`src/pkg/expander_pkg.sv`:
```
package expander_pkg;

  localparam int NUM_LINES = 16;
  localparam int BANK_WIDTH = 8;

  // register indices
  localparam logic [3:0] IDX_PIN_LEVELS0 = 4'h0;
  localparam logic [3:0] IDX_PIN_LEVELS1 = 4'h1;
  localparam logic [3:0] IDX_READ_INVERT0 = 4'h2;
  localparam logic [3:0] IDX_READ_INVERT1 = 4'h3;
  localparam logic [3:0] IDX_KEEPER_PULL0 = 4'h4;
  localparam logic [3:0] IDX_KEEPER_PULL1 = 4'h5;
  localparam logic [3:0] IDX_PULL_DIR0 = 4'h6;
  localparam logic [3:0] IDX_PULL_DIR1 = 4'h7;
  localparam logic [3:0] IDX_LINE_DIR0 = 4'h8;
  localparam logic [3:0] IDX_LINE_DIR1 = 4'h9;
  localparam logic [3:0] IDX_DRIVE_VALUE0 = 4'hA;
  localparam logic [3:0] IDX_DRIVE_VALUE1 = 4'hB;
  localparam logic [3:0] IDX_ALERT_MASK0 = 4'hC;
  localparam logic [3:0] IDX_ALERT_MASK1 = 4'hD;
  localparam logic [3:0] IDX_ALERT_FLAGS0 = 4'hE;
  localparam logic [3:0] IDX_ALERT_FLAGS1 = 4'hF;

  // reset values; direction bit 1 means input
  localparam logic [7:0] INVERT_RESET = 8'h00;
  localparam logic [7:0] KEEPER_PULL_RESET = 8'h00;
  localparam logic [7:0] PULL_DIR_RESET = 8'h00;
  localparam logic [7:0] DIRECTION_RESET = 8'hFF;
  localparam logic [7:0] DRIVE_RESET = 8'h00;
  localparam logic [7:0] MASK_RESET = 8'hFF;
  localparam logic [7:0] POINTER_RESET = 8'h00;
  localparam logic [7:0] BYTE_ZERO = 8'h00;

  // command byte and keeper/pull register fields
  localparam int AUTOADVANCE_BIT = 7;
  localparam logic [7:0] CMD_RESERVED_MASK = 8'h70;
  localparam int KEEPER_EN_BIT = 0;
  localparam int PULL_EN_BIT = 1;

  // slave address; both values arbitrary
  localparam logic [6:0] FIXED_SLAVE_ADDR = 7'h2A;
  localparam logic [2:0] STRAP_ADDR_BASE = 3'h5;

  localparam logic [3:0] BIT_COUNT_FULL = 4'h8;
  localparam logic [3:0] BIT_COUNT_ONE = 4'h1;
  localparam logic [3:0] POINTER_STEP = 4'h1;

  // synchroniser layout
  localparam int SYNC_WIDTH = 24;
  localparam int SYNC_HW_RST_BIT = 23;
  localparam int SYNC_VARIANT_BIT = 22;
  localparam int SYNC_ADDR_HI = 21;
  localparam int SYNC_ADDR_LO = 18;
  localparam int SYNC_SCL_BIT = 17;
  localparam int SYNC_SDA_BIT = 16;
  localparam logic [23:0] SYNC_RESET = 24'h830000;

  typedef enum logic [3:0] {
    ST_IDLE, ST_ADDR, ST_ADDR_ACK, ST_CMD, ST_CMD_ACK,
    ST_WDATA, ST_WDATA_ACK, ST_RDATA, ST_RDATA_ACK
  } xfer_state_t;

  function automatic logic [7:0] reset_value(input logic [3:0] idx);
    case (idx)
      IDX_READ_INVERT0, IDX_READ_INVERT1: reset_value = INVERT_RESET;
      IDX_KEEPER_PULL0, IDX_KEEPER_PULL1: reset_value = KEEPER_PULL_RESET;
      IDX_PULL_DIR0, IDX_PULL_DIR1: reset_value = PULL_DIR_RESET;
      IDX_LINE_DIR0, IDX_LINE_DIR1: reset_value = DIRECTION_RESET;
      IDX_DRIVE_VALUE0, IDX_DRIVE_VALUE1: reset_value = DRIVE_RESET;
      IDX_ALERT_MASK0, IDX_ALERT_MASK1: reset_value = MASK_RESET;
      default: reset_value = BYTE_ZERO;
    endcase
  endfunction

endpackage

```
`src/core/i2c_gpio_expander_core.sv`:
```
// Contract
// - sixteen lines in two banks of eight, each bank its own registers
// - direction bits pick input or output; data kept in holding registers
// - input reads invert where the line's invert bit is set
// - keeper or pulls per bank, never both; pulls only without keeper
// - keeper holds undriven line at last driven level; drivers override
// - direction bit one is read, zero is write
// - fixed address, or strap variant uses four address select inputs
// - first byte after address ack is captured as register pointer
// - low four pointer bits select one of sixteen registers
// - command bytes with reserved bits set are not acknowledged
// - pointer resets to zero, auto-advance off
// - auto-advance on: index steps by one after each data byte
// - index wraps from last register to register zero
// - auto-advance off: index stays put after each byte
// - indices 0 and 1 are read-only bank input levels
// - indices 12 and 13 are read/write alert masks
// - indices 14 and 15 are read-only alert flags, writes ignored
// - write is address, command byte, then data into selected register
// - a write changes only the selected register
// - alert output is open-drain, pulled low while asserted
// - active-low hardware reset input resets the device
// - reset makes all lines inputs, restores registers and bus state
// - unmasked input change raises alert; all masked after reset
// - read is address, command, repeated start, address with read bit
// - writes to input registers acked but discarded; levels stay live
`timescale 1ns/1ps
`default_nettype none

module i2c_gpio_expander_core
  import expander_pkg::*;
(
  // clock and reset
  input wire logic clock_in,
  input wire logic rst_in,
  // straps and hardware reset pin
  input wire logic hw_reset_n_in,
  input wire logic variant_28pin_in,
  input wire logic addr_select_0_in,
  input wire logic addr_select_1_in,
  input wire logic addr_select_2_in,
  input wire logic addr_select_3_in,
  // serial bus
  input wire logic scl_in,
  input wire logic sda_in,
  output logic sda_out,
  output logic sda_oe_n_out,
  // bank 0 pads
  input wire logic [7:0] bank0_line_in,
  output logic [7:0] bank0_line_out,
  output logic [7:0] bank0_line_oe_n_out,
  output logic [7:0] bank0_hold_en_out,
  output logic [7:0] bank0_hold_level_out,
  output logic [7:0] bank0_pull_up_en_out,
  output logic [7:0] bank0_pull_down_en_out,
  // bank 1 pads
  input wire logic [7:0] bank1_line_in,
  output logic [7:0] bank1_line_out,
  output logic [7:0] bank1_line_oe_n_out,
  output logic [7:0] bank1_hold_en_out,
  output logic [7:0] bank1_hold_level_out,
  output logic [7:0] bank1_pull_up_en_out,
  output logic [7:0] bank1_pull_down_en_out,
  // alert pin, open drain
  output logic int_out,
  output logic int_oe_n_out
);

  logic [SYNC_WIDTH-1:0] raw, s1_q, s2_q, s3_q, filt_q;
  logic hw_rst_active, scl_f, sda_f, scl_prev_q, sda_prev_q;
  logic scl_rise, scl_fall, start_det, stop_det;
  logic [6:0] slave_addr;
  logic [15:0] pins, pins_prev_q, dir_v, drive_v, mask_v, inv_v, pdir_v;
  logic [15:0] keep_v, pull_v, flags_q, set_v, clr_v;
  logic [7:0] regs_q [NUM_LINES];
  logic [7:0] ptr_q, rx_q, tx_q, rd_byte;
  logic [3:0] idx, cnt_q;
  logic cmd_ok, cmd_take, wr_commit, rd_commit, rd_load, rw_q, sda_oe_n_q;
  logic [15:0] line_out_q, line_oe_n_q, hold_en_q, hold_q, pu_q, pd_q;
  logic int_oe_n_q, int_low_q;
  xfer_state_t state_q;

  assign raw = {hw_reset_n_in, variant_28pin_in, addr_select_3_in,
                addr_select_2_in, addr_select_1_in, addr_select_0_in,
                scl_in, sda_in, bank1_line_in, bank0_line_in};

  // a level only counts once the second and third stages agree
  always_ff @(posedge clock_in or posedge rst_in) begin
    if (rst_in) begin
      s1_q <= SYNC_RESET;
      s2_q <= SYNC_RESET;
      s3_q <= SYNC_RESET;
      filt_q <= SYNC_RESET;
    end else begin
      s1_q <= raw;
      s2_q <= s1_q;
      s3_q <= s2_q;
      filt_q <= (s2_q & ~(s2_q ^ s3_q)) | (filt_q & (s2_q ^ s3_q));
    end
  end

  assign hw_rst_active = ~filt_q[SYNC_HW_RST_BIT];
  assign scl_f = filt_q[SYNC_SCL_BIT];
  assign sda_f = filt_q[SYNC_SDA_BIT];
  assign pins = filt_q[NUM_LINES-1:0];
  assign slave_addr = filt_q[SYNC_VARIANT_BIT]
    ? {STRAP_ADDR_BASE, filt_q[SYNC_ADDR_HI:SYNC_ADDR_LO]}
    : FIXED_SLAVE_ADDR;

  always_ff @(posedge clock_in or posedge rst_in) begin
    if (rst_in) begin
      scl_prev_q <= 1'b1;
      sda_prev_q <= 1'b1;
    end else begin
      scl_prev_q <= scl_f;
      sda_prev_q <= sda_f;
    end
  end

  assign scl_rise = scl_f & ~scl_prev_q;
  assign scl_fall = ~scl_f & scl_prev_q;
  assign start_det = scl_f & scl_prev_q & sda_prev_q & ~sda_f;
  assign stop_det = scl_f & scl_prev_q & ~sda_prev_q & sda_f;

  // two banks of eight, low byte is bank 0
  assign inv_v = {regs_q[IDX_READ_INVERT1], regs_q[IDX_READ_INVERT0]};
  assign pdir_v = {regs_q[IDX_PULL_DIR1], regs_q[IDX_PULL_DIR0]};
  assign dir_v = {regs_q[IDX_LINE_DIR1], regs_q[IDX_LINE_DIR0]};
  assign drive_v = {regs_q[IDX_DRIVE_VALUE1], regs_q[IDX_DRIVE_VALUE0]};
  assign mask_v = {regs_q[IDX_ALERT_MASK1], regs_q[IDX_ALERT_MASK0]};
  // keeper wins, pulls only when keeper is off
  assign keep_v = {{BANK_WIDTH{regs_q[IDX_KEEPER_PULL1][KEEPER_EN_BIT]}},
                   {BANK_WIDTH{regs_q[IDX_KEEPER_PULL0][KEEPER_EN_BIT]}}};
  assign pull_v = ~keep_v &
    {{BANK_WIDTH{regs_q[IDX_KEEPER_PULL1][PULL_EN_BIT]}},
     {BANK_WIDTH{regs_q[IDX_KEEPER_PULL0][PULL_EN_BIT]}}};

  assign idx = ptr_q[3:0];
  // reserved bits set means no ack
  assign cmd_ok = (rx_q & CMD_RESERVED_MASK) == BYTE_ZERO;
  assign cmd_take = scl_fall & ~hw_rst_active & state_q == ST_CMD &
                    cnt_q == BIT_COUNT_FULL & cmd_ok;
  assign wr_commit = scl_fall & ~hw_rst_active & state_q == ST_WDATA &
                     cnt_q == BIT_COUNT_FULL;
  assign rd_commit = scl_fall & ~hw_rst_active & state_q == ST_RDATA &
                     cnt_q == BIT_COUNT_FULL;
  assign rd_load = ~hw_rst_active &
    ((scl_fall & state_q == ST_ADDR_ACK & rw_q) |
     (scl_rise & state_q == ST_RDATA_ACK & ~sda_f));

  always_comb begin
    case (idx)
      // live levels through the invert mask
      IDX_PIN_LEVELS0: rd_byte = pins[7:0] ^ inv_v[7:0];
      IDX_PIN_LEVELS1: rd_byte = pins[15:8] ^ inv_v[15:8];
      IDX_ALERT_FLAGS0: rd_byte = flags_q[7:0];
      IDX_ALERT_FLAGS1: rd_byte = flags_q[15:8];
      default: rd_byte = regs_q[idx];
    endcase
  end

  // bus state machine
  always_ff @(posedge clock_in or posedge rst_in) begin
    if (rst_in) begin
      state_q <= ST_IDLE;
      cnt_q <= '0;
      rx_q <= BYTE_ZERO;
      tx_q <= BYTE_ZERO;
      rw_q <= 1'b0;
      sda_oe_n_q <= 1'b1;
    end else if (hw_rst_active || stop_det) begin
      state_q <= ST_IDLE;
      sda_oe_n_q <= 1'b1;
    end else if (start_det) begin
      // repeated start keeps the pointer for reads
      state_q <= ST_ADDR;
      cnt_q <= '0;
      sda_oe_n_q <= 1'b1;
    end else if (scl_rise) begin
      cnt_q <= cnt_q + BIT_COUNT_ONE;
      rx_q <= {rx_q[6:0], sda_f};
      // master nack ends the read
      if (state_q == ST_RDATA_ACK) begin
        if (sda_f) begin
          state_q <= ST_IDLE;
        end else begin
          tx_q <= rd_byte;
        end
      end
    end else if (scl_fall) begin
      case (state_q)
        ST_ADDR: begin
          if (cnt_q == BIT_COUNT_FULL) begin
            if (rx_q[7:1] == slave_addr) begin
              // last bit picks read or write
              rw_q <= rx_q[0];
              sda_oe_n_q <= 1'b0;
              state_q <= ST_ADDR_ACK;
            end else begin
              state_q <= ST_IDLE;
            end
          end
        end
        ST_ADDR_ACK: begin
          cnt_q <= '0;
          if (rw_q) begin
            sda_oe_n_q <= rd_byte[7];
            tx_q <= {rd_byte[6:0], 1'b0};
            state_q <= ST_RDATA;
          end else begin
            sda_oe_n_q <= 1'b1;
            state_q <= ST_CMD;
          end
        end
        ST_CMD: begin
          if (cnt_q == BIT_COUNT_FULL) begin
            if (cmd_ok) begin
              sda_oe_n_q <= 1'b0;
              state_q <= ST_CMD_ACK;
            end else begin
              state_q <= ST_IDLE;
            end
          end
        end
        ST_CMD_ACK, ST_WDATA_ACK: begin
          sda_oe_n_q <= 1'b1;
          cnt_q <= '0;
          state_q <= ST_WDATA;
        end
        ST_WDATA: begin
          // every data byte acked, even to read-only slots
          if (cnt_q == BIT_COUNT_FULL) begin
            sda_oe_n_q <= 1'b0;
            state_q <= ST_WDATA_ACK;
          end
        end
        ST_RDATA: begin
          if (cnt_q == BIT_COUNT_FULL) begin
            sda_oe_n_q <= 1'b1;
            state_q <= ST_RDATA_ACK;
          end else begin
            sda_oe_n_q <= tx_q[7];
            tx_q <= {tx_q[6:0], 1'b0};
          end
        end
        ST_RDATA_ACK: begin
          cnt_q <= '0;
          sda_oe_n_q <= tx_q[7];
          tx_q <= {tx_q[6:0], 1'b0};
          state_q <= ST_RDATA;
        end
        default: state_q <= ST_IDLE;
      endcase
    end
  end

  // register pointer
  always_ff @(posedge clock_in or posedge rst_in) begin
    if (rst_in) begin
      ptr_q <= POINTER_RESET;
    end else if (hw_rst_active) begin
      ptr_q <= POINTER_RESET;
    end else if (cmd_take) begin
      ptr_q <= rx_q;
    // step and wrap only with auto-advance
    end else if ((wr_commit || rd_commit) && ptr_q[AUTOADVANCE_BIT]) begin
      ptr_q[3:0] <= ptr_q[3:0] + POINTER_STEP;
    end
  end

  // register file; read-only slots are never written
  always_ff @(posedge clock_in or posedge rst_in) begin
    if (rst_in) begin
      for (int i = 0; i < NUM_LINES; i++) begin
        regs_q[i] <= reset_value(4'(i));
      end
    end else if (hw_rst_active) begin
      for (int i = 0; i < NUM_LINES; i++) begin
        regs_q[i] <= reset_value(4'(i));
      end
    end else if (wr_commit && idx >= IDX_READ_INVERT0 &&
                 idx <= IDX_ALERT_MASK1) begin
      regs_q[idx] <= rx_q;
    end
  end

  // unmasked change on an input line
  assign set_v = (pins ^ pins_prev_q) & ~mask_v & dir_v;
  // reading a bank's levels clears that bank's flags
  assign clr_v = {{BANK_WIDTH{rd_load && idx == IDX_PIN_LEVELS1}},
                  {BANK_WIDTH{rd_load && idx == IDX_PIN_LEVELS0}}};

  always_ff @(posedge clock_in or posedge rst_in) begin
    if (rst_in) begin
      pins_prev_q <= '0;
      flags_q <= '0;
    end else if (hw_rst_active) begin
      pins_prev_q <= pins;
      flags_q <= '0;
    end else begin
      pins_prev_q <= pins;
      // set beats clear in the same cycle
      flags_q <= (flags_q & ~clr_v) | set_v;
    end
  end

  // pad drive, all from flops
  always_ff @(posedge clock_in or posedge rst_in) begin
    if (rst_in) begin
      line_out_q <= '0;
      line_oe_n_q <= '1;
      hold_en_q <= '0;
      hold_q <= '0;
      pu_q <= '0;
      pd_q <= '0;
      int_oe_n_q <= 1'b1;
      int_low_q <= 1'b0;
    end else begin
      line_out_q <= drive_v;
      line_oe_n_q <= dir_v;
      // keeper tracks the last resolved level
      hold_en_q <= keep_v & dir_v;
      hold_q <= pins;
      pu_q <= pull_v & dir_v & pdir_v;
      pd_q <= pull_v & dir_v & ~pdir_v;
      // pull low while any flag stands
      int_oe_n_q <= ~(|flags_q);
      int_low_q <= 1'b0;
    end
  end

  assign sda_out = int_low_q;
  assign sda_oe_n_out = sda_oe_n_q;
  assign int_out = int_low_q;
  assign int_oe_n_out = int_oe_n_q;
  assign bank0_line_out = line_out_q[7:0];
  assign bank1_line_out = line_out_q[15:8];
  assign bank0_line_oe_n_out = line_oe_n_q[7:0];
  assign bank1_line_oe_n_out = line_oe_n_q[15:8];
  assign bank0_hold_en_out = hold_en_q[7:0];
  assign bank1_hold_en_out = hold_en_q[15:8];
  assign bank0_hold_level_out = hold_q[7:0];
  assign bank1_hold_level_out = hold_q[15:8];
  assign bank0_pull_up_en_out = pu_q[7:0];
  assign bank1_pull_up_en_out = pu_q[15:8];
  assign bank0_pull_down_en_out = pd_q[7:0];
  assign bank1_pull_down_en_out = pd_q[15:8];
endmodule

`default_nettype wire

```
`config.mk`:
```
export PLATFORM = sky130hd
export DESIGN_NAME = i2c_gpio_expander_core
export DESIGN_NICKNAME = d
export VERILOG_FILES = /design/src/pkg/expander_pkg.sv /design/src/core/i2c_gpio_expander_core.sv
export SDC_FILE = /design/constraint.sdc
export NUM_CORES = 1
export LEC_CHECK = 0
export ABC_AREA = 1
export BUFFER_PORTS_ARGS = -buffer_cell sky130_fd_sc_hd__buf_2
export CAP_MARGIN = 15
export CORE_MARGIN = 2
export CORE_UTILIZATION = 55
export CTS_CLUSTER_SIZE = 16
export DETAILED_ROUTE_END_ITERATION = 8
export GPL_TIMING_DRIVEN = 1
export PLACE_DENSITY = 0.71
export SLEW_MARGIN = 40
export SYNTH_ARGS = -nofsm -noshare
export SYNTH_HDL_FRONTEND = slang
export SYNTH_SLANG_ARGS = --single-unit
```
`constraint.sdc`:
```
create_clock -name clock_in -period 14 [get_ports clock_in]
set_input_delay 2.1 -clock clock_in [delete_from_list [all_inputs] [get_ports clock_in]]
set_output_delay 2.1 -clock clock_in [all_outputs]
set_load 0.1 [all_outputs]
```
Word level (Yosys, flattened, before mapping)
Index checks and enable logic that the tools add are counted.
{ "word_totals": {"input_bits": 26, "output_inout_bits": 100, "word_cells": 206, "reg_bits": 373} }
{ "op_classes": {"eq_ne": 32, "n_mux": 52, "reduce_logical": 26, "n_addsub": 2, "bitwise": 52, "n_lt_le_gt_ge": 4} }
{ "op_table": {"columns": ["cell", "n"], "rows": [
  ["2-to-1 mux 128 bit", 2],
  ["AND 16 bit", 8],
  ["bitwise mux 128 bit", 1],
  ["2-to-1 mux 8 bit", 10],
  ["2-to-1 mux 4 bit", 17],
  ["NOT 16 bit", 4],
  ["AND 24 bit", 2],
  ["binary-select mux 8 bit (select 4 bit)", 1],
  ["demux 8 bit (select 4 bit)", 1],
  ["case mux 8 bit (4 select lines)", 1],
  ["case mux 4 bit (7 select lines)", 1],
  ["NOT 24 bit", 1],
  ["bitwise OR 24 bit", 1],
  ["case mux 8 bit (3 select lines)", 1],
  ["bitwise XOR 24 bit", 1],
  ["AND 1 bit", 20],
  ["equality test 4 x 3 -> 1 bit (second input constant)", 4],
  ["equality test 4 bit (second input constant)", 4],
  ["2-to-1 mux 16 bit", 1],
  ["bitwise OR 16 bit", 1],
  ["AND reduction 8 bit", 2],
  ["OR reduction 16 bit", 1],
  ["bitwise XOR 16 bit", 1],
  ["bitwise XOR 8 bit", 2],
  ["39 further kinds", 80]
]} }

Logic depth before layout (Yosys ltp)
Gate-level depths: netlist (run 1).
{ "depth": {"depth_word": 11, "mapped_depth": 14, "depth_no_buf": 13} }

Worst setup path before layout (run 1)
No wires, ideal clock.
{ "synth_path": {"path_type": "register to output", "startpoint": "register hold_q[15]", "endpoint": "output port bank1_hold_level_out[7]", "setup_slack_ps": 10991, "stages_incl_launch_ff": 1, "path_buffers": 0, "required_ps": 11900, "arrival_ps": 909, "cell_sequence": "dfrtp_1"} }
{ "synth_rtl": {"columns": ["element", "line_no", "source"], "rows": [
  ["start: declaration", "i2c_gpio_expander_core.sv:79", "logic [15:0] line_out_q, line_oe_n_q, hold_en_q, hold_q, pu_q, pd_q;"],
  ["start signal: assignment", "i2c_gpio_expander_core.sv:323", "hold_q <= pins;"],
  ["end: declaration", "i2c_gpio_expander_core.sv:61", "output logic [7:0] bank1_hold_level_out,"]
]} }
No word-level cell between the ends.

Worst setup path after layout (run 1)
{ "layout_path": {"startpoint": "register sda_oe_n_q (netlist: sda_oe_n_out)", "endpoint": "output port sda_oe_n_out"} }
{ "layout_rtl": {"columns": ["element", "line_no", "source"], "rows": [
  ["start: declaration", "i2c_gpio_expander_core.sv:78", "logic cmd_ok, cmd_take, wr_commit, rd_commit, rd_load, rw_q, sda_oe_n_q;"],
  ["start signal: assignment", "i2c_gpio_expander_core.sv:207", "sda_oe_n_q <= rd_byte[7];"],
  ["start signal: assignment", "i2c_gpio_expander_core.sv:242", "sda_oe_n_q <= tx_q[7];"],
  ["start signal: assignment", "i2c_gpio_expander_core.sv:248", "sda_oe_n_q <= tx_q[7];"],
  ["end: declaration", "i2c_gpio_expander_core.sv:47", "output logic sda_oe_n_out,"]
]} }
No word-level cell between the ends.

==> results of run 1 <==
kinds of logic (layout without fill, tap and decap cells):
group,count (synthesis),count (layout),synth area share
simple gates,715,715,0.205
flops,370,370,0.615
compound gates,230,230,0.0842
buf+inv,230,372,0.0602
fa+ha+maj,34,34,0.0241
xor+xnor,19,19,0.0110
other cells,1,2,0.000247
layer usage:
layer	routed length, um	up-vias	track usage	share of wire
met5	0	-	0	0
met2	17900	479	0.434	0.46
met4	1560	0	0.111	0.040
met1	17200	5662	0.398	0.44
met3	2670	105	0.0430	0.068
li1	-	5442	-	-
per-stage QoR:
stage                     power, mW  utilization  instance area, um2  worst slack (ns)  hold slack (ns)
after floorplan                1.83            -               15200              1.73            0.331
after global placement         2.05        0.593               16000              9.97            0.333
after detailed placement       2.06        0.593               16000             10.35            0.335
after CTS                      3.17        0.645               17400             10.41            0.346
after global routing           3.30        0.645               17400             10.40            0.356
final                          3.16        0.645               17400             10.43            0.341
power groups by stage:
stage                     Combinational (mW)  Clock [mW]  Sequential (mW)
after floorplan                        0.434           0             1.40
after global placement                 0.768           0             1.28
after detailed placement               0.776           0             1.28
after CTS                              0.781        1.12             1.27
after global routing                   0.858        1.17             1.28
final                                  0.792        1.10             1.27
flip-flops by register name, indices dropped and copies added (netlist names), 24 cells and up, named ones only:
name,count
s2_q,24
regs_q,46
s1_q,24
s3_q,24
cell type report:
| cell class | count | area, um2 |
|---|---|---|
| clock buffer | 55 | 1120 |
| clock inverter | 14 | 273 |
| fill | 2234 | 9600 |
| inverter | 173 | 662 |
| multi-input combinational | 1000 | 4930 |
| sequential | 370 | 9340 |
| tap | 341 | 427 |
| timing repair buffer | 130 | 679 |
how the worst min path moves through the flow:
stage | start | end | depth (start not counted)
after floorplan | s1_q[0] | s2_q[0] | 0
after global placement | s1_q[1] | s2_q[1] | 0
after detailed placement | s1_q[1] | s2_q[1] | 0
after CTS | s1_q[1] | s2_q[1] | 0
after global routing | s1_q[13] | s2_q[13] | 0
final | s1_q[1] | s2_q[1] | 0
cells in the mapped netlist, drive strengths merged:
library cell  instances  share of area
a211o                 1        0.00058
a211oi                1        0.00049
a21oi                76          0.025
a22oi                 1        0.00049
buf                  25         0.0095
clkbuf               32         0.0079
clkinv                4        0.00099
conb                  1        0.00025
dfrtp               306           0.50
dfstp                64           0.11
ha                   10         0.0082
inv                 169          0.042
maj3                 24          0.016
nand2               387          0.099
nand3               140          0.046
nand3b                1        0.00049
nand4                11         0.0062
nor2                118          0.032
nor3                 38          0.014
nor4                  5         0.0021
o2111ai               1        0.00058
o211ai                4         0.0020
o21ai                66          0.022
o22ai                80          0.033
or2                  15         0.0062
xnor2                16         0.0092
xor2                  3         0.0017
==> out/summary.md, run 1 <==
The total routed wirelength is 39300 um, and the top fanout value on the critical path is 2. The logs give 0.562 for the initial core utilization and 0 for the post-detailed-route DRC marker count. The total overflow left after global routing is 0.

The clock passes through at most 3 buffers. The logs give 0.615 for the share of the yosys chip area belonging to registers and 0 ns for the final setup TNS. The H-tree generated during clock tree synthesis spans 2 levels. The critical path goes through buf_2. For the logic gate share of total power, the log shows 0.251. The logs give 0 for the initial antenna violation count and 62400 um for the global-route wire length before repair. The remaining number of nets flagged by the antenna check after routing came out at 0. The region available for standard cell placement spans 0.0270 mm2. The most common cell after layout, fill and taps aside was sky130_fd_sc_hd__nand2_1. The number of buffers added to fix hold violations after cts was 0.

Peak supply drop: 0.116 mV. The number of clock buffers added by TritonCTS is 38. The count of endpoints failing setup in the final report was 0.

The y dimension of the die works out to 170 um. The sequential share of power is 0.401, and the tightest slew margin relative to the limit is 0.443. Summed over all nets, the half-perimeter wirelength after detailed placement is 26700 um. Number of cells upsized or downsized after cts: 0. The layout overhead on the synthesized area works out to 14.8%. The die covers 0.0289 mm2. The switching component of the power was 1.11 mW.

Worst reg-to-reg path cell count: 10. The clock net in this run drives a total of 370 sinks. The final routed wire length divided by cell count was 18.9 um. The first detailed-routing pass took 5 iterations.

The critical path is of the reg -> out type. The initial DRC count was 1224; the via count of the routed design was 11.7k. The static leakage was 8.51 nW.

The worst register-to-register path ends at regs_q[11]. During synthesis, Yosys emitted a total of 0 warnings. Fraction of layout cells with a size suffix above 1: 0.177. The top cell types in the final layout, fill and taps aside, are sky130_fd_sc_hd__nand2_1, sky130_fd_sc_hd__dfrtp_1, sky130_fd_sc_hd__inv_1. The worst reg2reg path startpoint is ptr_q[1].

The worst setup path is launched from a flip-flop. The run gives 0 as the count of final max-slew check failures. The net count reported at finish came out at 1749.

Dividing the synthesized area by the synthesized cell count gives 9.49 um2. The tools report the internal power as 2.05 mW. Max-cap violations in this run came to 0. The count of input and output buffers was 123.

The floorplan die width was 170 um; the number of inserted diodes was 0. The tightest min-delay check is of the reg -> reg type. Clock root buffer: sky130_fd_sc_hd__clkbuf_16.

Final worst-path cycle share: 0.255. TritonCTS built the clock tree. The floorplan has 60 rows. After clock tree synthesis, the clock-pin slew on the worst setup and hold paths is 0.06 ns.

The switching share of power was 0.351. After clock tree synthesis, the setup repair step added 0 buffers. Entering global routing, the biggest net connects 139 pins. The worst path needs 3.57 ns of the cycle, external delays included. The final instance count without filler cells is 2083, and the minimum setup slack among reg-to-reg paths is 10.79 ns. For the worst setup path, the data required time is 11.90 ns. The depth of the critical timing path with buffers and inverters included came out at 1.

At the worst endpoint, the arrival time is 1.47 ns. In this run the worst setup path begins at sda_oe_n_out. The largest individual stage delay along the critical path comes from the cell sky130_fd_sc_hd__dfstp_2. The tools report the relative contribution of the clock network to total power as 0.348. In this run the power density over the cells is 181 mW/mm2. The critical path's top delay family was flip-flops. After synthesis the cells add up to 0.0152 mm2. The cell count after synthesis is 1599, and the via count of the first global-routing pass is 11.3k.

The number of instances in the placed design is 2014, and the clock tree skew after final layout is 0.0231 ns. At the pin with the least slew margin, the transition time is 0.830 ns. Setup repair after global routing left no endpoint under its margin.

The end point of the critical path was sda_oe_n_out. In this run the count of I/O pins placed on the die edge is 126. The total routing usage reported by global routing is 0.279, and the number of vias per cell is 5.61. In this design, the stage delay of the slowest critical-path cell is 0.53 ns. The tools report the endpoint kind of the worst setup timing path as a primary output. The flow ran to the end, and the final reports show no timing, DRC or antenna violations.

Static timing analysis puts the maximum clock frequency at 280 MHz. The later pin in the worst-skew pair is clocked with a latency of 0.54 ns. For the hold violation count in the final report, the log shows 0. The register bit total from synthesis is 370.

The congestion estimate from routability-driven global placement came to 0.977. Buffers plus inverters on the worst setup path: 1. The synthesized netlist contains 40 unique library cells.
Note: power is estimated with default switching activity, not from simulation.
==> run 2, diff against run 1 <==
==> constraint.sdc (replaced) <==
create_clock -name clock_in -period 3.3 [get_ports clock_in]
set_input_delay 0.495 -clock clock_in [delete_from_list [all_inputs] [get_ports clock_in]]
set_output_delay 0.495 -clock clock_in [all_outputs]
set_load 0.1 [all_outputs]
==> run 2 against run 1 <==
Count of clock-buffer cells in the layout shrank 5. Cell count grew 0.48%. Flip-flop and latch count is the same. Clock skew shrank 0.0089 ns. Worst setup slack lost 9.8 ns. Routed wire length grew 0.93%. Sequential share of layout area is essentially flat. Largest cell class unchanged.
==> out/summary.md, run 2 (synthesized netlist as in run 1, its figures left out) <==
Worst setup path category: reg -> reg. The detail route stage leaves a number of antenna-violating nets equal to 0. The logic gate share of total power was 0.259.

At the pin with the least slew margin, the transition time is 0.873 ns. Walking the worst path, the cells encountered are buf_4, ha_1, nor2_1, nand2_2, o21ai_2, nor3_4, nand3_1, nand2_1, nand2_1, o21ai_0. The run gives 1079 as the initial DRC count. The fraction of layout cells with a size suffix above 1 was 0.185; the number of placement rows was 60. Setup repair after global routing left no endpoint under its margin.

TritonCTS built the clock tree. The min-delay analysis places its worst path in the category in -> reg. The signal arrival time at the worst endpoint was 3.06 ns.

Entering global routing, the biggest net connects 93 pins. The die is 170 um tall. The most numerous cell type found on the critical path is sky130_fd_sc_hd__nand2_1. The clock drives 370 sinks. After clock tree synthesis, the clock-pin slew on the worst setup and hold paths is 0.06 ns. Across all setup checks in the final design, the least slack found is 0.679 ns.

Internal power: 8.43 mW. The via count of the first global-routing pass was 11.1k. Ranked by flip-flop count, first place goes to regs_q. The tools report the hold violation count in the final report as 0. At the later pin of the worst-skew pair, clock insertion delay measures 0.53 ns. The run gives 0.0289 mm2 as the full die area. Final routed wire length divided by cell count: 19.0 um. The switching share of power works out to 0.358. The register with the most flip-flops in the layout has 46 of them.

The met3 layer usage reported by global route is 0.0453, and the sum of net half-perimeters after detailed placement is 28100 um. Clock tree synthesis selected as its root buffer the cell sky130_fd_sc_hd__clkbuf_16. Total routed wirelength: 39700 um. Count of final max-slew check failures: 0. The number of instances in the placed design came out at 2025. The run gives 8.54 nW as the static leakage.

The top fanout value on the critical path was 28; the final instance count without filler cells was 2093. The logs give 0.432 for the fraction of met2 tracks used by global routing and 0.416 for the tightest slew margin relative to the limit. The floorplan die width is 170 um, and the post-detailed-route DRC marker count is 0. The routed layout has 11.8k vias.

For this run the aggregate overflow at the end of global routing stands at 0. The run finished with clean final reports. Setup violations remaining at the end of the flow were counted as 0. The region available for standard cell placement spans 0.0270 mm2. The layout overhead on the synthesized area was 14.9%. For the minimum hold slack, the log shows 0.0650 ns. The sequential share of power came out at 0.410. The final worst-path cycle share came out at 0.794.

The logs give 1 for the initial antenna violation count and 0.397 for the fraction of met1 tracks used by global routing. The global placement routability congestion is 1.05, and the switching component of the power is 4.71 mW. The total iterations of the first detailed-routing run was 5; the achievable frequency was 381 MHz. The number of buffers on the longest clock path is 3. On the critical path the largest part of the delay comes from simple AND/OR/NAND/NOR gates. The logs give 2 for the H-tree level count and 0.280 for the total routing usage reported by global routing. The tools report the startpoint type of the worst setup path as a flip-flop. Power spread over the standard cell area amounts to 754 mW/mm2. OpenSTA, run right after detailed placement, puts the worst setup slack at 0.779 ns.

Number of vias per cell: 5.63. Leaving out fill and tap cells, the most frequent cell in the layout is sky130_fd_sc_hd__nand2_1. The max-capacitance violation count was 0. STA classifies the critical path endpoint as a flip-flop.

TritonCTS created 38 clock buffers. Data on the critical path is required at its endpoint by 3.74 ns. For the net count reported at finish, the log shows 1761. During I/O placement, the number of pins put on the boundary was 126. VDD sags by at most 0.532 mV. The number of setup buffers added after CTS is 0.

The relative contribution of the clock network to total power was 0.331; the worst stage delay on the critical path was 0.39 ns. After global routing, the most crowded layer is met2. The number of antenna diodes in the final layout is 0.

Minimum clock period: 2.62 ns. Buffers placed on the I/O ports in this run total 123. In the layout the commonest cells are sky130_fd_sc_hd__nand2_1, sky130_fd_sc_hd__dfrtp_1, sky130_fd_sc_hd__inv_1.

Cell at the slowest stage of the critical path: sky130_fd_sc_hd__nand2_1. The global-route wire length before repair was 61800 um; the initial core utilization was 0.562. The run gives 0.0142 ns as the clock tree skew after final layout. The buffers plus inverters on the worst setup path came out at 1.
-- run 2: cell types whose count changed in the layout (fill, tap and decap cells not counted), sizes merged --
cell,change
bufinv,-4
dlygate4sd3,+1
clkbuf,-5
buf,+11
clkinv,+7
-- run 2: layout make-up --
class / count / area, um2
clock buffers: 50 / 1110
clock inverters: 17 / 181
inverters: 173 / 653
repair buffers: 142 / 798
fillers: 2237 / 9590
well taps: 341 / 427
flip-flops and latches: 370 / 9340
multi-input cells: 1000 / 4930
-- run 2: repair_timing --
action,4_1_cts,5_1_grt
gates resized for setup,0,0
setup endpoints to repair,0,0
endpoints found under the hold margin,11,0
hold buffers,1,0
-- run 2: power by group through the flow --
| stage | clock network, mW | registers [mW] | logic, mW |
|---|---|---|---|
| after CTS | 4.42 | 5.39 | 3.35 |
| final | 4.35 | 5.39 | 3.40 |
| after global placement | 0 | 5.45 | 3.31 |
| after floorplan | 0 | 5.93 | 1.84 |
| after global routing | 4.61 | 5.43 | 3.67 |
| after detailed placement | 0 | 5.46 | 3.33 |
-- run 2: final timing paths --
path	cells past startpoint	start	endpoint	slack [ns]
min in group asynchronous	3	rst_in	async pin	0.55
setup / recovery	10	ptr_q[0]	dir_v[4]	0.68
setup reg to reg	10	ptr_q[0]	dir_v[4]	0.68
hold / removal	1	hw_reset_n_in	s1_q[23]	0.06
max in group asynchronous	4	rst_in	s2_q[18]	1.82
hold reg to reg	0	s1_q[13]	s2_q[13]	0.35
-- run 2: routing by layer --
metal	part of all wire	vias to the layer above
met5	0	-
met4	0.043	0
met3	0.069	121
met2	0.45	487
met1	0.43	5702
li1	-	5473
-- run 2: metrics by stage --
stage	cell area (um2)	util	TNS [ns]	power (mW)
floorplan	15200	-	-694.34	7.77
global placement	16100	0.597	0	8.76
detailed placement	16100	0.597	0	8.79
CTS	17400	0.645	0	13.2
global route	17400	0.645	0	13.7
finish	17400	0.645	0	13.1
==> run 3, diff against run 2 <==
--- a/config.mk
+++ b/config.mk
@@ -9,11 +9,11 @@
 export BUFFER_PORTS_ARGS = -buffer_cell sky130_fd_sc_hd__buf_2
 export CAP_MARGIN = 15
 export CORE_MARGIN = 2
-export CORE_UTILIZATION = 55
+export CORE_UTILIZATION = 54
 export CTS_CLUSTER_SIZE = 16
 export DETAILED_ROUTE_END_ITERATION = 8
 export GPL_TIMING_DRIVEN = 1
-export PLACE_DENSITY = 0.71
+export PLACE_DENSITY = 0.73
 export SLEW_MARGIN = 40
 export SYNTH_ARGS = -nofsm -noshare
 export SYNTH_HDL_FRONTEND = slang
==> constraint.sdc (replaced) <==
create_clock -name clock_in -period 2.2 [get_ports clock_in]
set_input_delay 0.33 -clock clock_in [delete_from_list [all_inputs] [get_ports clock_in]]
set_output_delay 0.33 -clock clock_in [all_outputs]
set_load 0.1 [all_outputs]
==> run 3 against run 2 <==
First-iteration DRC count grew 23%. Critical path depth grew 3. Cell count grew 5.7%. Routed wire length grew 5.5%. Fmax grew 27%. Sequential share of layout area shrank 2.3 points. Register-to-register slack lost 0.54 ns. Clock power grew 38%. Via count grew 2.7%. Power grew 49%. Critical endpoint is now tx_q[7]. Largest cell class unchanged.
==> out/summary.md, run 3 (synthesized netlist as in run 1, its figures left out) <==
The flow ran to the end, and the final reports show no timing, DRC or antenna violations. The ratio of total power to cell area came out at 1070 mW/mm2. The count of final max-slew check failures was 0. At the end of routability-driven placement, the weighted congestion stood at 1.05. Initial antenna violation count: 0. The run gives 0 as the hold violation count in the final report. At the pin with the least slew margin, the transition time is 0.594 ns. For the critical path required time, the log shows 2.60 ns. In this run the count of I/O pins placed on the die edge is 126.

The worst setup path category is reg -> reg. Worst min-delay path class: reg -> reg. Setup repair after global routing left no endpoint under its margin. The total routed wirelength is 41900 um. The run gives 90 as the pin count of the biggest net entering global routing. Traced cell by cell, the critical path runs through buf_4, buf_4, nand2_1, nand3_1, nand2_1, nand2_1, nand2_1, nor2_1, nand2_1, nand2_1, nand2_1, nand3_1, nand2_1. The largest register by flop count was regs_q. Post-detailed-route DRC marker count: 0.

The run gives 0.291 as the total routing usage reported by global routing. The clock root buffer was sky130_fd_sc_hd__clkbuf_16. For the finished layout, the period the worst path requires is 2.06 ns. In this run the remaining antenna-violating nets after routing total 0.

The worst setup path is captured at a flip-flop. The tools report the via count of the first global-routing pass as 11.8k. The core region is 0.0277 mm2. The layout overhead on the synthesized area is 20.1%. Cell at the slowest stage of the critical path: sky130_fd_sc_hd__dfrtp_2. The library cell used most frequently in the layout, excluding fill and tap cells, is sky130_fd_sc_hd__nand2_1. The clock tree skew after final layout came out at 0.0228 ns. The max-capacitance violation count came out at 0.

The filler cells instantiated in the layout total 2208. The flip-flop count of the largest register, all copies and words added is 46, and the CTS clock-pin slew for the worst setup and hold paths is 0.06 ns. Along the worst path, the maximum fanout reaches 24. The number of clock buffers added by TritonCTS is 37. In this run the tool buffered the top-level ports with 123 buffer cells. For the number of buffers on the longest clock path, the log shows 3.

For the global-route wire length before repair, the log shows 64900 um. The top cell types in the final layout, fill and taps aside, are sky130_fd_sc_hd__nand2_1, sky130_fd_sc_hd__dfrtp_1, sky130_fd_sc_hd__inv_1. The final routed wire length divided by cell count is 18.9 um, and the post-place instance area is 0.0167 mm2. Data on the critical path arrives at its endpoint at 2.46 ns. The achievable frequency is 486 MHz. CTS built an H-tree with a depth of 2. On the critical path the largest part of the delay comes from simple AND/OR/NAND/NOR gates.

0 antenna diodes ended up in the layout. The tools report the final standard cell area without fillers as 0.0182 mm2. For the via count of the routed design, the log shows 12.1k. The fraction of layout cells with a size suffix above 1 was 0.209.

The initialized floorplan defines 61 standard-cell rows. The count of endpoints failing setup in the final report was 0; the number of vias per cell was 5.47. CTS saw 370 sinks.

The cell that appears most often on the critical path is sky130_fd_sc_hd__nand2_1. Summed over all layers, the global routing overflow is 0. The tightest slew margin relative to the limit was 0.603. Summing all multi-input logic gate instances after layout gives 0.00509 mm2. The latest clock arrival within the worst-skew pair was 0.53 ns; the worst stage delay on the critical path was 0.38 ns. The die covers 0.0295 mm2.

The final worst-path cycle share is 0.936, and the buffers plus inverters on the worst setup path is 2. Sum of net half-perimeters after detailed placement: 29400 um. The core utilization of the finished layout came out at 0.658. The floorplan die width was 172 um. The analysis attributes to cell leakage a power of 8.88 nW. TritonCTS built the clock tree. For the initial core utilization, the log shows 0.548. The die is 172 um tall. After the first detailed-routing iteration, the DRC count stood at 1322. The startpoint type of the worst setup path was a flip-flop.

The first detailed-routing pass took 7 iterations. For the net count reported at finish, the log shows 1842. Register cell area after layout: 0.00934 mm2. The worst-case IR drop observed on VDD is 0.695 mV.
[run 3: changes by cell type in the layout (fill, tap and decap cells not counted), sizes merged]
cell / before / now
buf: 141 / 195
bufinv: 3 / 2
clkbuf: 50 / 56
clkinv: 16 / 9
clkinvlp: 2 / 3
dlygate4sd3: 1 / 25
inv: 169 / 170
nand2: 387 / 391
[run 3: what timing repair did]
item,CTS,global route
gates resized for setup,0,14
hold endpoints to repair,29,0
setup buffers,0,0
hold buffers,25,0
endpoints found under the setup margin,0,43
[run 3: metal layers]
layer / vias up / wire, um / track usage
met2: 560 / 19200 / 0.454
li1: 5617 / - / -
met4: 0 / 1890 / 0.126
met1: 5792 / 17600 / 0.400
met5: - / 0 / 0
met3: 130 / 3160 / 0.0566
[run 3: final timing paths]
check / from / endpoint / cells past startpoint / slack (ns)
max: ptr_q[0] / tx_q[7] / 13 / 0.14
min: s1_q[10] / s2_q[10] / 0 / 0.35
max reg2reg: ptr_q[0] / tx_q[7] / 13 / 0.14
min reg2reg: s1_q[10] / s2_q[10] / 0 / 0.35
max in group asynchronous: rst_in / line_out_q[14] / 4 / 1.03
min in group asynchronous: rst_in / hold_q[14] / 3 / 0.37
[run 3: report_power, final]
group          internal [mW]  switching (mW)
clock network           3.51            2.51
logic                   1.45            4.03
registers               7.55           0.552
[run 3: metrics by stage]
| stage | setup TNS, ns | instances | power, mW | hold slack [ns] | setup WS, ns |
|---|---|---|---|---|---|
| finish | 0 | 2212 | 19.6 | 0.346 | 0.142 |
| global route | 0 | 2212 | 20.5 | 0.357 | 0.00706 |
| CTS | 0 | 2208 | 19.6 | 0.347 | 0.0994 |
| detailed placement | 0 | 2116 | 13.5 | 0.335 | 0.116 |
| global placement | 0 | 2116 | 13.4 | 0.331 | 0.176 |
| floorplan | -1042.03 | 1600 | 11.7 | 0.331 | -3.04 |
[run 3: cell type report]
| class | count | area share |
|---|---|---|
| sequential | 370 | 0.512 |
| multi-input combinational | 1004 | 0.279 |
| tap | 378 | 0.0259 |
| inverter | 173 | 0.0360 |
| timing repair buffer | 220 | 0.0835 |
| clock inverter | 11 | 0.00652 |
| clock buffer | 56 | 0.0569 |
